**config.mk**
```make
export PLATFORM = sky130hd
export DESIGN_NAME = ocf_ctrl
export DESIGN_NICKNAME = d
export VERILOG_FILES = /design/src/ocf_pkg.sv /design/src/ocf_delay.sv /design/src/ocf_ctrl.sv
export SDC_FILE = /design/constraint.sdc
export NUM_CORES = 1
export LEC_CHECK = 0
export BUFFER_PORTS_ARGS = -buffer_cell sky130_fd_sc_hd__buf_2
export CAP_MARGIN = 20
export CORE_ASPECT_RATIO = 1.4
export CORE_MARGIN = 2
export CORE_UTILIZATION = 55
export CTS_CLUSTER_DIAMETER = 50
export DETAILED_ROUTE_END_ITERATION = 7
export GPL_TIMING_DRIVEN = 0
export HOLD_SLACK_MARGIN = 0.03
export MAX_ROUTING_LAYER = met4
export PLACE_DENSITY = 0.8
export RECOVER_POWER = 25
export SYNTH_ARGS = -nofsm -noshare
export SYNTH_HDL_FRONTEND = slang
export SYNTH_SLANG_ARGS = --single-unit
```
**constraint.sdc**
```tcl
create_clock -name clk_in -period 5.8 [get_ports clk_in]
set_input_delay 0.29 -clock clk_in [delete_from_list [all_inputs] [get_ports clk_in]]
set_output_delay 0.29 -clock clk_in [all_outputs]
set_load 0.005 [all_outputs]
```
**src/ocf_pkg.sv**
```systemverilog
// Package of constants and types for the overcurrent fault retry controller.
package ocf_pkg;

  // Command codes of the registers held by this block.
  localparam logic [7:0] CMD_OC_LIMIT    = 8'h46;
  localparam logic [7:0] CMD_OC_RESPONSE = 8'h47;
  localparam logic [7:0] CMD_OC_LV_LIMIT = 8'h48;

  // Field positions inside the response register.
  localparam int RSP_MODE_HI  = 7;
  localparam int RSP_MODE_LO  = 6;
  localparam int RSP_RETRY_HI = 5;
  localparam int RSP_RETRY_LO = 3;
  localparam int RSP_DELAY_HI = 2;
  localparam int RSP_DELAY_LO = 0;

  // Reset values.
  localparam logic [15:0] OC_LIMIT_RESET = 16'hffff;
  localparam logic [7:0]  OC_RSP_RESET   = 8'hc0;
  localparam logic [15:0] OC_LV_RESET    = 16'h0000;

  // Response modes.
  localparam logic [1:0] MODE_IGNORE   = 2'h0;
  localparam logic [1:0] MODE_CONTINUE = 2'h1;
  localparam logic [1:0] MODE_SHUTDOWN = 2'h2;
  localparam logic [1:0] MODE_RETRY    = 2'h3;

  // Retry codes with special meaning.
  localparam logic [2:0] RETRY_NONE    = 3'h0;
  localparam logic [2:0] RETRY_FOREVER = 3'h7;

  // Widths of counters.
  localparam int UNIT_W  = 16;
  localparam int DELAY_W = 8;

  // Controller states.
  typedef enum logic [2:0] {
    OCF_RUN,
    OCF_CONT,
    OCF_WAIT,
    OCF_TRY,
    OCF_LOCK
  } ocf_state_t;

  // Register write request from the command decoder.
  typedef struct packed {
    logic       wr;
    logic [7:0] cmd;
    logic [15:0] data;
  } ocf_wr_t;

endpackage : ocf_pkg

```
**src/ocf_delay.sv**
```systemverilog
// Delay generator that counts a power of two of delay units.
`timescale 1ns/1ps
`default_nettype none
module ocf_delay (
  // Clock and reset.
  input  wire logic                      clk_in,
  input  wire logic                      rst_in,
  // Control.
  input  wire logic                      start_in,
  input  wire logic                      abort_in,
  input  wire logic [2:0]                code_in,
  input  wire logic [ocf_pkg::UNIT_W-1:0] unit_cycles_in,
  // Status.
  output logic                           done_out,
  output logic                           busy_out
);

  logic [ocf_pkg::UNIT_W-1:0]  unit_q;
  logic [ocf_pkg::DELAY_W-1:0] units_q;
  logic                        unit_tick;

  // One-cycle pulse at the end of each delay unit.
  assign unit_tick = busy_out && (unit_q == ocf_pkg::UNIT_W'(0));

  // Counts cycles inside the current unit.
  always_ff @(posedge clk_in or posedge rst_in) begin
    if (rst_in) begin
      unit_q <= '0;
    end else if (start_in || abort_in || unit_tick) begin
      unit_q <= (unit_cycles_in == '0) ? '0 : unit_cycles_in - ocf_pkg::UNIT_W'(1);
    end else if (busy_out) begin
      unit_q <= unit_q - ocf_pkg::UNIT_W'(1);
    end
  end

  // Counts remaining units; code n gives two to the n units.
  always_ff @(posedge clk_in or posedge rst_in) begin
    if (rst_in) begin
      units_q  <= '0;
      busy_out <= 1'b0;
      done_out <= 1'b0;
    end else begin
      done_out <= 1'b0;
      if (abort_in) begin
        busy_out <= 1'b0;
      end else if (start_in) begin
        units_q  <= ocf_pkg::DELAY_W'(1) << code_in;
        busy_out <= 1'b1;
      end else if (unit_tick) begin
        units_q <= units_q - ocf_pkg::DELAY_W'(1);
        if (units_q == ocf_pkg::DELAY_W'(1)) begin
          busy_out <= 1'b0;
          done_out <= 1'b1;
        end
      end
    end
  end

endmodule // ocf_delay
`default_nettype wire

```
**src/ocf_ctrl.sv**
```systemverilog
// Overcurrent fault limits, response decode and retry control.
//
// Contract
// - Retry codes one to six restart that often, then stay off until cleared.
// - Retry code seven restarts forever until off command or other shutdown.
// - Restart attempts start one delay apart, delay count times delay unit.
// - Delay code n means two to the n delay units.
// - Delay serves as continue time or restart spacing, by response.
// - Delay unit length comes from a separate configuration input.
// - Hold 16-bit overcurrent limit at 0x46, compared against measured current.
// - Every response sets the fault status bit and notifies the host.
// - Response code 11 shuts down and follows the retry count.
// - Retry count zero attempts no restart; output stays off until cleared.
// - Retries field bits 5:3 sets number of restart attempts.
// - Hold 16-bit unsigned low-voltage overcurrent threshold at 0x48.
// - Fault clears by bit clear, clear command, reset, off-on cycle, bias loss.
// - Continue response runs for the delay, then acts on the retry setting.
`timescale 1ns/1ps
`default_nettype none
module ocf_ctrl (
  // Clock and reset.
  input  wire logic                       clk_in,
  input  wire logic                       rst_in,
  // Register access from the command decoder.
  input  wire ocf_pkg::ocf_wr_t           wr_in,
  input  wire logic [7:0]                 rd_cmd_in,
  output logic [15:0]                     rd_data_out,
  // Delay unit length in clock cycles.
  input  wire logic [ocf_pkg::UNIT_W-1:0] unit_cycles_in,
  // Measurements and fault source.
  input  wire logic [15:0]                iout_in,
  input  wire logic [15:0]                vout_in,
  // Fault clearing and output command.
  input  wire logic                       clear_bit_in,
  input  wire logic                       clear_faults_in,
  input  wire logic                       on_cmd_in,
  input  wire logic                       bias_ok_in,
  input  wire logic                       other_shutdown_in,
  // Power stage and status.
  output logic                            output_en_out,
  output logic                            fault_status_out,
  output logic                            lv_fault_out,
  output logic                            host_notify_out,
  output logic [2:0]                      attempts_out
);

  logic [15:0]         limit_q;
  logic [7:0]          rsp_q;
  logic [15:0]         lv_q;
  ocf_pkg::ocf_state_t state_q;
  logic                on_s1_q;
  logic                on_q;
  logic                bias_s1_q;
  logic                bias_q;
  logic                on_prev_q;
  logic                oc_now;
  logic                fault_hit;
  logic                clear_evt;
  logic [1:0]          mode;
  logic [2:0]          retries;
  logic                dly_start;
  logic                dly_abort;
  logic                dly_done;
  logic                give_up;

  // Fields of the response register.
  assign mode    = rsp_q[ocf_pkg::RSP_MODE_HI:ocf_pkg::RSP_MODE_LO];
  assign retries = rsp_q[ocf_pkg::RSP_RETRY_HI:ocf_pkg::RSP_RETRY_LO];

  // Overcurrent compare on measured current, and detection of a new fault.
  assign oc_now    = (iout_in > limit_q);
  assign fault_hit = oc_now && !fault_status_out;

  // Any event that clears the latched fault; it is refused while the overcurrent persists.
  assign clear_evt = (clear_bit_in || clear_faults_in || !bias_q
                   || (on_q && !on_prev_q)) && !oc_now;

  // Further retries are exhausted unless the count is unlimited.
  assign give_up = (retries != ocf_pkg::RETRY_FOREVER)
                && (attempts_out >= retries);

  // Synchronise asynchronous command and bias levels.
  always_ff @(posedge clk_in or posedge rst_in) begin
    if (rst_in) begin
      on_s1_q   <= 1'b0;
      on_q      <= 1'b0;
      bias_s1_q <= 1'b0;
      bias_q    <= 1'b0;
      on_prev_q <= 1'b0;
    end else begin
      on_s1_q   <= on_cmd_in;
      on_q      <= on_s1_q;
      bias_s1_q <= bias_ok_in;
      bias_q    <= bias_s1_q;
      on_prev_q <= on_q;
    end
  end

  // Register writes.
  always_ff @(posedge clk_in or posedge rst_in) begin
    if (rst_in) begin
      limit_q <= ocf_pkg::OC_LIMIT_RESET;
      rsp_q   <= ocf_pkg::OC_RSP_RESET;
      lv_q    <= ocf_pkg::OC_LV_RESET;
    end else if (wr_in.wr) begin
      case (wr_in.cmd)
        ocf_pkg::CMD_OC_LIMIT:    limit_q <= wr_in.data;
        ocf_pkg::CMD_OC_RESPONSE: rsp_q   <= wr_in.data[7:0];
        ocf_pkg::CMD_OC_LV_LIMIT: lv_q    <= wr_in.data;
        default: ;
      endcase
    end
  end

  // Register reads; unknown codes read as zero.
  always_ff @(posedge clk_in or posedge rst_in) begin
    if (rst_in) begin
      rd_data_out <= '0;
    end else begin
      case (rd_cmd_in)
        ocf_pkg::CMD_OC_LIMIT:    rd_data_out <= limit_q;
        ocf_pkg::CMD_OC_RESPONSE: rd_data_out <= {8'h00, rsp_q};
        ocf_pkg::CMD_OC_LV_LIMIT: rd_data_out <= lv_q;
        default:                  rd_data_out <= '0;
      endcase
    end
  end

  // Low-voltage overcurrent: current over limit while voltage is under the unsigned threshold.
  always_ff @(posedge clk_in or posedge rst_in) begin
    if (rst_in) begin
      lv_fault_out <= 1'b0;
    end else begin
      lv_fault_out <= oc_now && (vout_in < lv_q);
    end
  end

  // Sticky fault status and one-cycle host notification; a new fault wins over a clear.
  always_ff @(posedge clk_in or posedge rst_in) begin
    if (rst_in) begin
      fault_status_out <= 1'b0;
      host_notify_out  <= 1'b0;
    end else begin
      host_notify_out <= fault_hit;
      if (oc_now) begin
        fault_status_out <= 1'b1;
      end else if (clear_evt) begin
        fault_status_out <= 1'b0;
      end
    end
  end

  // Delay engine starts on entry to a continue or wait period.
  always_comb begin
    dly_start = 1'b0;
    case (state_q)
      ocf_pkg::OCF_RUN: begin
        dly_start = oc_now && bias_q && on_q
                 && ((mode == ocf_pkg::MODE_CONTINUE)
                  || (((mode == ocf_pkg::MODE_SHUTDOWN) || (mode == ocf_pkg::MODE_RETRY))
                      && (retries != ocf_pkg::RETRY_NONE)));
      end
      ocf_pkg::OCF_CONT: dly_start = dly_done && oc_now && !give_up;
      ocf_pkg::OCF_TRY:  dly_start = oc_now && !give_up;
      default:           dly_start = 1'b0;
    endcase
  end
  assign dly_abort = !on_q || !bias_q || other_shutdown_in;

  // Delay generator in units from the separate unit setting.
  ocf_delay u_delay (
    .clk_in         (clk_in),
    .rst_in         (rst_in),
    .start_in       (dly_start),
    .abort_in       (dly_abort),
    .code_in        (rsp_q[ocf_pkg::RSP_DELAY_HI:ocf_pkg::RSP_DELAY_LO]),
    .unit_cycles_in (unit_cycles_in),
    .done_out       (dly_done),
    .busy_out       ()
  );

  // Response state machine.
  always_ff @(posedge clk_in or posedge rst_in) begin
    if (rst_in) begin
      state_q <= ocf_pkg::OCF_RUN;
    end else if (dly_abort) begin
      state_q <= ocf_pkg::OCF_RUN;
    end else begin
      case (state_q)
        ocf_pkg::OCF_RUN: begin
          if (oc_now) begin
            case (mode)
              ocf_pkg::MODE_IGNORE:   state_q <= ocf_pkg::OCF_RUN;
              ocf_pkg::MODE_CONTINUE: state_q <= ocf_pkg::OCF_CONT;
              default: begin
                state_q <= (retries == ocf_pkg::RETRY_NONE) ? ocf_pkg::OCF_LOCK
                                                            : ocf_pkg::OCF_WAIT;
              end
            endcase
          end
        end
        ocf_pkg::OCF_CONT: begin
          if (dly_done) begin
            if (!oc_now) begin
              state_q <= ocf_pkg::OCF_RUN;
            end else begin
              state_q <= give_up ? ocf_pkg::OCF_LOCK : ocf_pkg::OCF_WAIT;
            end
          end
        end
        ocf_pkg::OCF_WAIT: begin
          if (dly_done) begin
            state_q <= ocf_pkg::OCF_TRY;
          end
        end
        ocf_pkg::OCF_TRY: begin
          if (!oc_now) begin
            state_q <= ocf_pkg::OCF_RUN;
          end else begin
            state_q <= give_up ? ocf_pkg::OCF_LOCK : ocf_pkg::OCF_WAIT;
          end
        end
        ocf_pkg::OCF_LOCK: begin
          if (clear_evt) begin
            state_q <= ocf_pkg::OCF_RUN;
          end
        end
        default: state_q <= ocf_pkg::OCF_RUN;
      endcase
    end
  end

  // Attempt counter; counts restarts, restarts from zero on a clear or off-on cycle.
  always_ff @(posedge clk_in or posedge rst_in) begin
    if (rst_in) begin
      attempts_out <= '0;
    end else if (clear_evt || !on_q) begin
      attempts_out <= '0;
    end else if ((state_q == ocf_pkg::OCF_WAIT) && dly_done && (attempts_out != 3'h7)) begin
      attempts_out <= attempts_out + 3'h1;
    end
  end

  // Output enable: on while running, continuing or trying a restart.
  always_ff @(posedge clk_in or posedge rst_in) begin
    if (rst_in) begin
      output_en_out <= 1'b0;
    end else begin
      output_en_out <= on_q && bias_q && !other_shutdown_in
                    && ((state_q == ocf_pkg::OCF_RUN) || (state_q == ocf_pkg::OCF_CONT)
                     || (state_q == ocf_pkg::OCF_TRY) || (dly_done && state_q == ocf_pkg::OCF_WAIT));
    end
  end

endmodule // ocf_ctrl
`default_nettype wire

```
==> qor.csv <==
stage;metric;value;unit
sta;slew_viol_final;0;
route;wl_per_cell;16.8;um
hold_path;whs_endpoint;on_s1_q;
final_layout;antenna_cells;0;
floorplan;fp.dieH;124;um
global_routing;gr-total-overflow;0;
global_routing;gr-usage-all-layers;0.272;
place;hpwl;10.9;mm
sta;rsz0062_at_grt;no;
route;vias_per_cell;5.78;
logic_synthesis;synth.avg_cell_area;9.57;um2
hold_path;hp-class;in -> reg;
setup_path;crit_chain;inv_1, ha_1, nand4_1, nor4_1, a221o_1, and2_1, clkbuf_1, a31oi_1, a2111oi_0;
final_layout;final_cells;856;
clock_network;clk_latency;0.34;ns
setup_path;rrSetupSlack;2.60;ns
setup_path;crit_type;reg -> reg;
setup_path;worstPathRequired;6.02;ns
logic_synthesis;post_synth_num_cell_types;62;
logic_synthesis;netlist_area;5670;um2
logic_synthesis;synth.area.top_cells;dfrtp_1 35%, ha_1 8.8%, dfstp_2 8.3%;
setup_path;cp.arrival;3.42;ns
sta;finalHoldViolCount;0;
setup_path;r2r-start;limit_q[15];
sta;worst_slew_pin_slew;1.11;ns
setup_path;cp-end-kind;flop;
final_layout;final_layout_size_suffix_gt1_frac;0.226;
setup_path;startpoint_type;flop;
global_routing;grt_max_degree;76;
place;place_inst;839;
route;vias;4946;
final_layout;fillCellCount;754;
sta;finalCriticalPeriod;3.20;ns
global_routing;grt_pass1_wl;23.3;mm
global_routing;antenna_found_initial;0;
final_layout;nets;844;
sta;clock-skew-final;0.00495;ns
clock_network;clk_path_buf_depth;2;
sta;maxSlewHeadroom;0.255;
clock_network;cts_buffers;9;
hold_path;holdCritStartpoint;on_cmd_in;
pwr;power_density;238;nW/um2
clock_network;cts.sinks;97;
setup_path;slowest_delay;0.55;ns
setup_path;rr_worst_depth;9;
floorplan;start_util;0.570;
final_layout;syn2layout_area_growth;18.7;%
floorplan;rows;43;
route;drcViolationCount;0;
place;place.gp.congestion;0.932;
clock_network;root_buffer;clkbuf_16;
hold_path;hold_path_depth;1;
logic_synthesis;synth.largest_area_cell;dfrtp_1;
clock_network;htree_levels;3;
sta;max_freq;0.312;GHz
sta;worst_hold_slack;0.0476;ns
place;portBuffers;109;
setup_path;r2r_end;state_q[1];
sta;setup_viol;0;
setup_path;crit_path_max_fanout;8;
floorplan;die-width;89.8;um
route;routed_wl;14.4;mm
flow_run;maxCapViolations;0;
logic_synthesis;synthArstFlopShare;1.00;
logic_synthesis;synth_top_area_share;0.348;
pwr;vdd_ir_drop_max;0.166;mV
logic_synthesis;synth-edff-count;0;
logic_synthesis;synth-seq-cells;97;
clock_network;ctsResizeCount;0;
logic_synthesis;synth_nets;721;
floorplan;coreArea;9950;um2
logic_synthesis;synthCells;593;
pwr;power_leakage;3.27;nW
sta;fin_crit_sh;0.552;
floorplan;io_pins;111;
clock_network;cts_tree;built;
logic_synthesis;ys.flop_type;dfrtp_1;
route;ant_nets;0;
global_routing;grt_pass1_vias;5036;
floorplan;die_area;11200;um2
route;drtIter0Drc;374;
route;first_pass_iters;5;
setup_path;cp_slowest_cell;nor4_1;
status;status;completed;
sta;setup_tns;0;ns
logic_synthesis;seq_area_frac_synth;0.432;
logic_synthesis;yosys_warnings;0;
clock_network;path_clk_slew;0.07;ns
==> critical path: cells and delay by family, from the launching register on <==
kind,cells,cell delay (ns)
flops,1,0.53
compound gates,3,0.90
simple gates,3,0.94
buf+inv,2,0.40
fa+ha+maj,1,0.31
==> worst max path at each step <==
stage	from	to	slack (ns)	cells past startpoint
6_report	limit_q[15]	state_q[1]	2.60	9
3_3_place_gp	rst_in	on_s1_q	2.01	2
2_1_floorplan	rst_in	attempts_out[0]	3.01	1
5_1_grt	limit_q[15]	state_q[1]	2.30	9
4_1_cts	limit_q[15]	state_q[1]	2.65	9
3_5_place_dp	limit_q[15]	state_q[1]	2.67	9
==> Yosys cell counts, drive strengths merged, types with 3 or more instances <==
cell	instances
dfrtp	79
nand2	77
o21ai	52
inv	49
ha	40
nor2	32
mux2i	29
a21oi	22
nor3	19
dfstp	18
xnor2	18
clkbuf	17
nor4	15
mux2	11
nand3	10
a22o	9
nand2b	9
or4	7
xor2	7
a21o	6
or3	6
nand4	5
nor2b	5
nor4b	4
a21boi	3
buf	3
o2111ai	3
o211ai	3
==> area by class of cell <==
class / count / area, um2 / area share
clock inverters: 7 / 92.6 / 0.0137
clock buffers: 9 / 225 / 0.0334
inverters: 49 / 185 / 0.0275
well taps: 135 / 169 / 0.0251
multi-input cells: 427 / 2930 / 0.435
plain buffers: 20 / 114 / 0.0169
flip-flops and latches: 97 / 2450 / 0.364
repair buffers: 112 / 572 / 0.0849
==> per-stage QoR <==
stage	util	worst slack (ns)	total power [W]	area, um2
final	0.677	2.60	0.00160	6730
after global routing	0.677	2.30	0.00167	6730
after CTS	0.678	2.65	0.00160	6750
after detailed placement	0.645	2.67	0.000975	6420
after global placement	0.642	2.01	0.000958	6390
after floorplan	-	3.01	0.000887	5670
==> cell families after synthesis <==
kind of cell	share of synthesized area
XOR/XNOR	0.0386
AND/OR/NAND/NOR	0.180
adder cells (fa/ha/maj)	0.0882
flip-flops	0.432
multiplexers	0.0730
AO/OA/AOI/OAI	0.136
buffers and inverters	0.0525
==> power by group <==
part | switching, W | internal, W
sequential | 0.0000325 | 0.000723
clock | 0.000258 | 0.000378
combinational | 0.000114 | 0.0000957
==> cells in the final DEF, fill, tap and decap left out, drive strengths merged, types with 4 or more instances in the layout <==
master	count
nand4	5
a21o	6
or3	6
buf	101
nand2b	9
a21oi	22
nor4b	4
clkinv	4
nor2	32
xor2	7
a22o	9
inv	49
o21ai	52
nand3	10
nor4	15
dfrtp	79
nor3	19
dfstp	18
ha	40
mux2i	29
mux2	11
xnor2	18
clkbuf	39
nor2b	5
nand2	77
or4	7
==> state kept, by name, indices dropped and copies added (netlist names), 3 cells and up <==
| signal | count |
|---|---|
| limit_q | 16 |
| lv_q | 16 |
| rd_data_out | 16 |
| u_delay.unit_q | 16 |
| rsp_q | 8 |
| u_delay.units_q | 8 |
| attempts_out | 3 |
| state_q | 3 |
==> layer usage <==
metal / global-route usage / part of all wire / vias to the layer above
met5: - / 0 / -
met4: 0.153 / 0.043 / 0
met3: 0.0381 / 0.051 / 56
met2: 0.477 / 0.52 / 184
met1: 0.302 / 0.38 / 2361
li1: - / - / 2345
==> timing repair <==
item | in CTS | in global routing
buffers inserted | 0 | 0
hold buffers | 1 | 0
hold endpoints to repair | 15 | 0
Power figures use the tool's default switching activity.
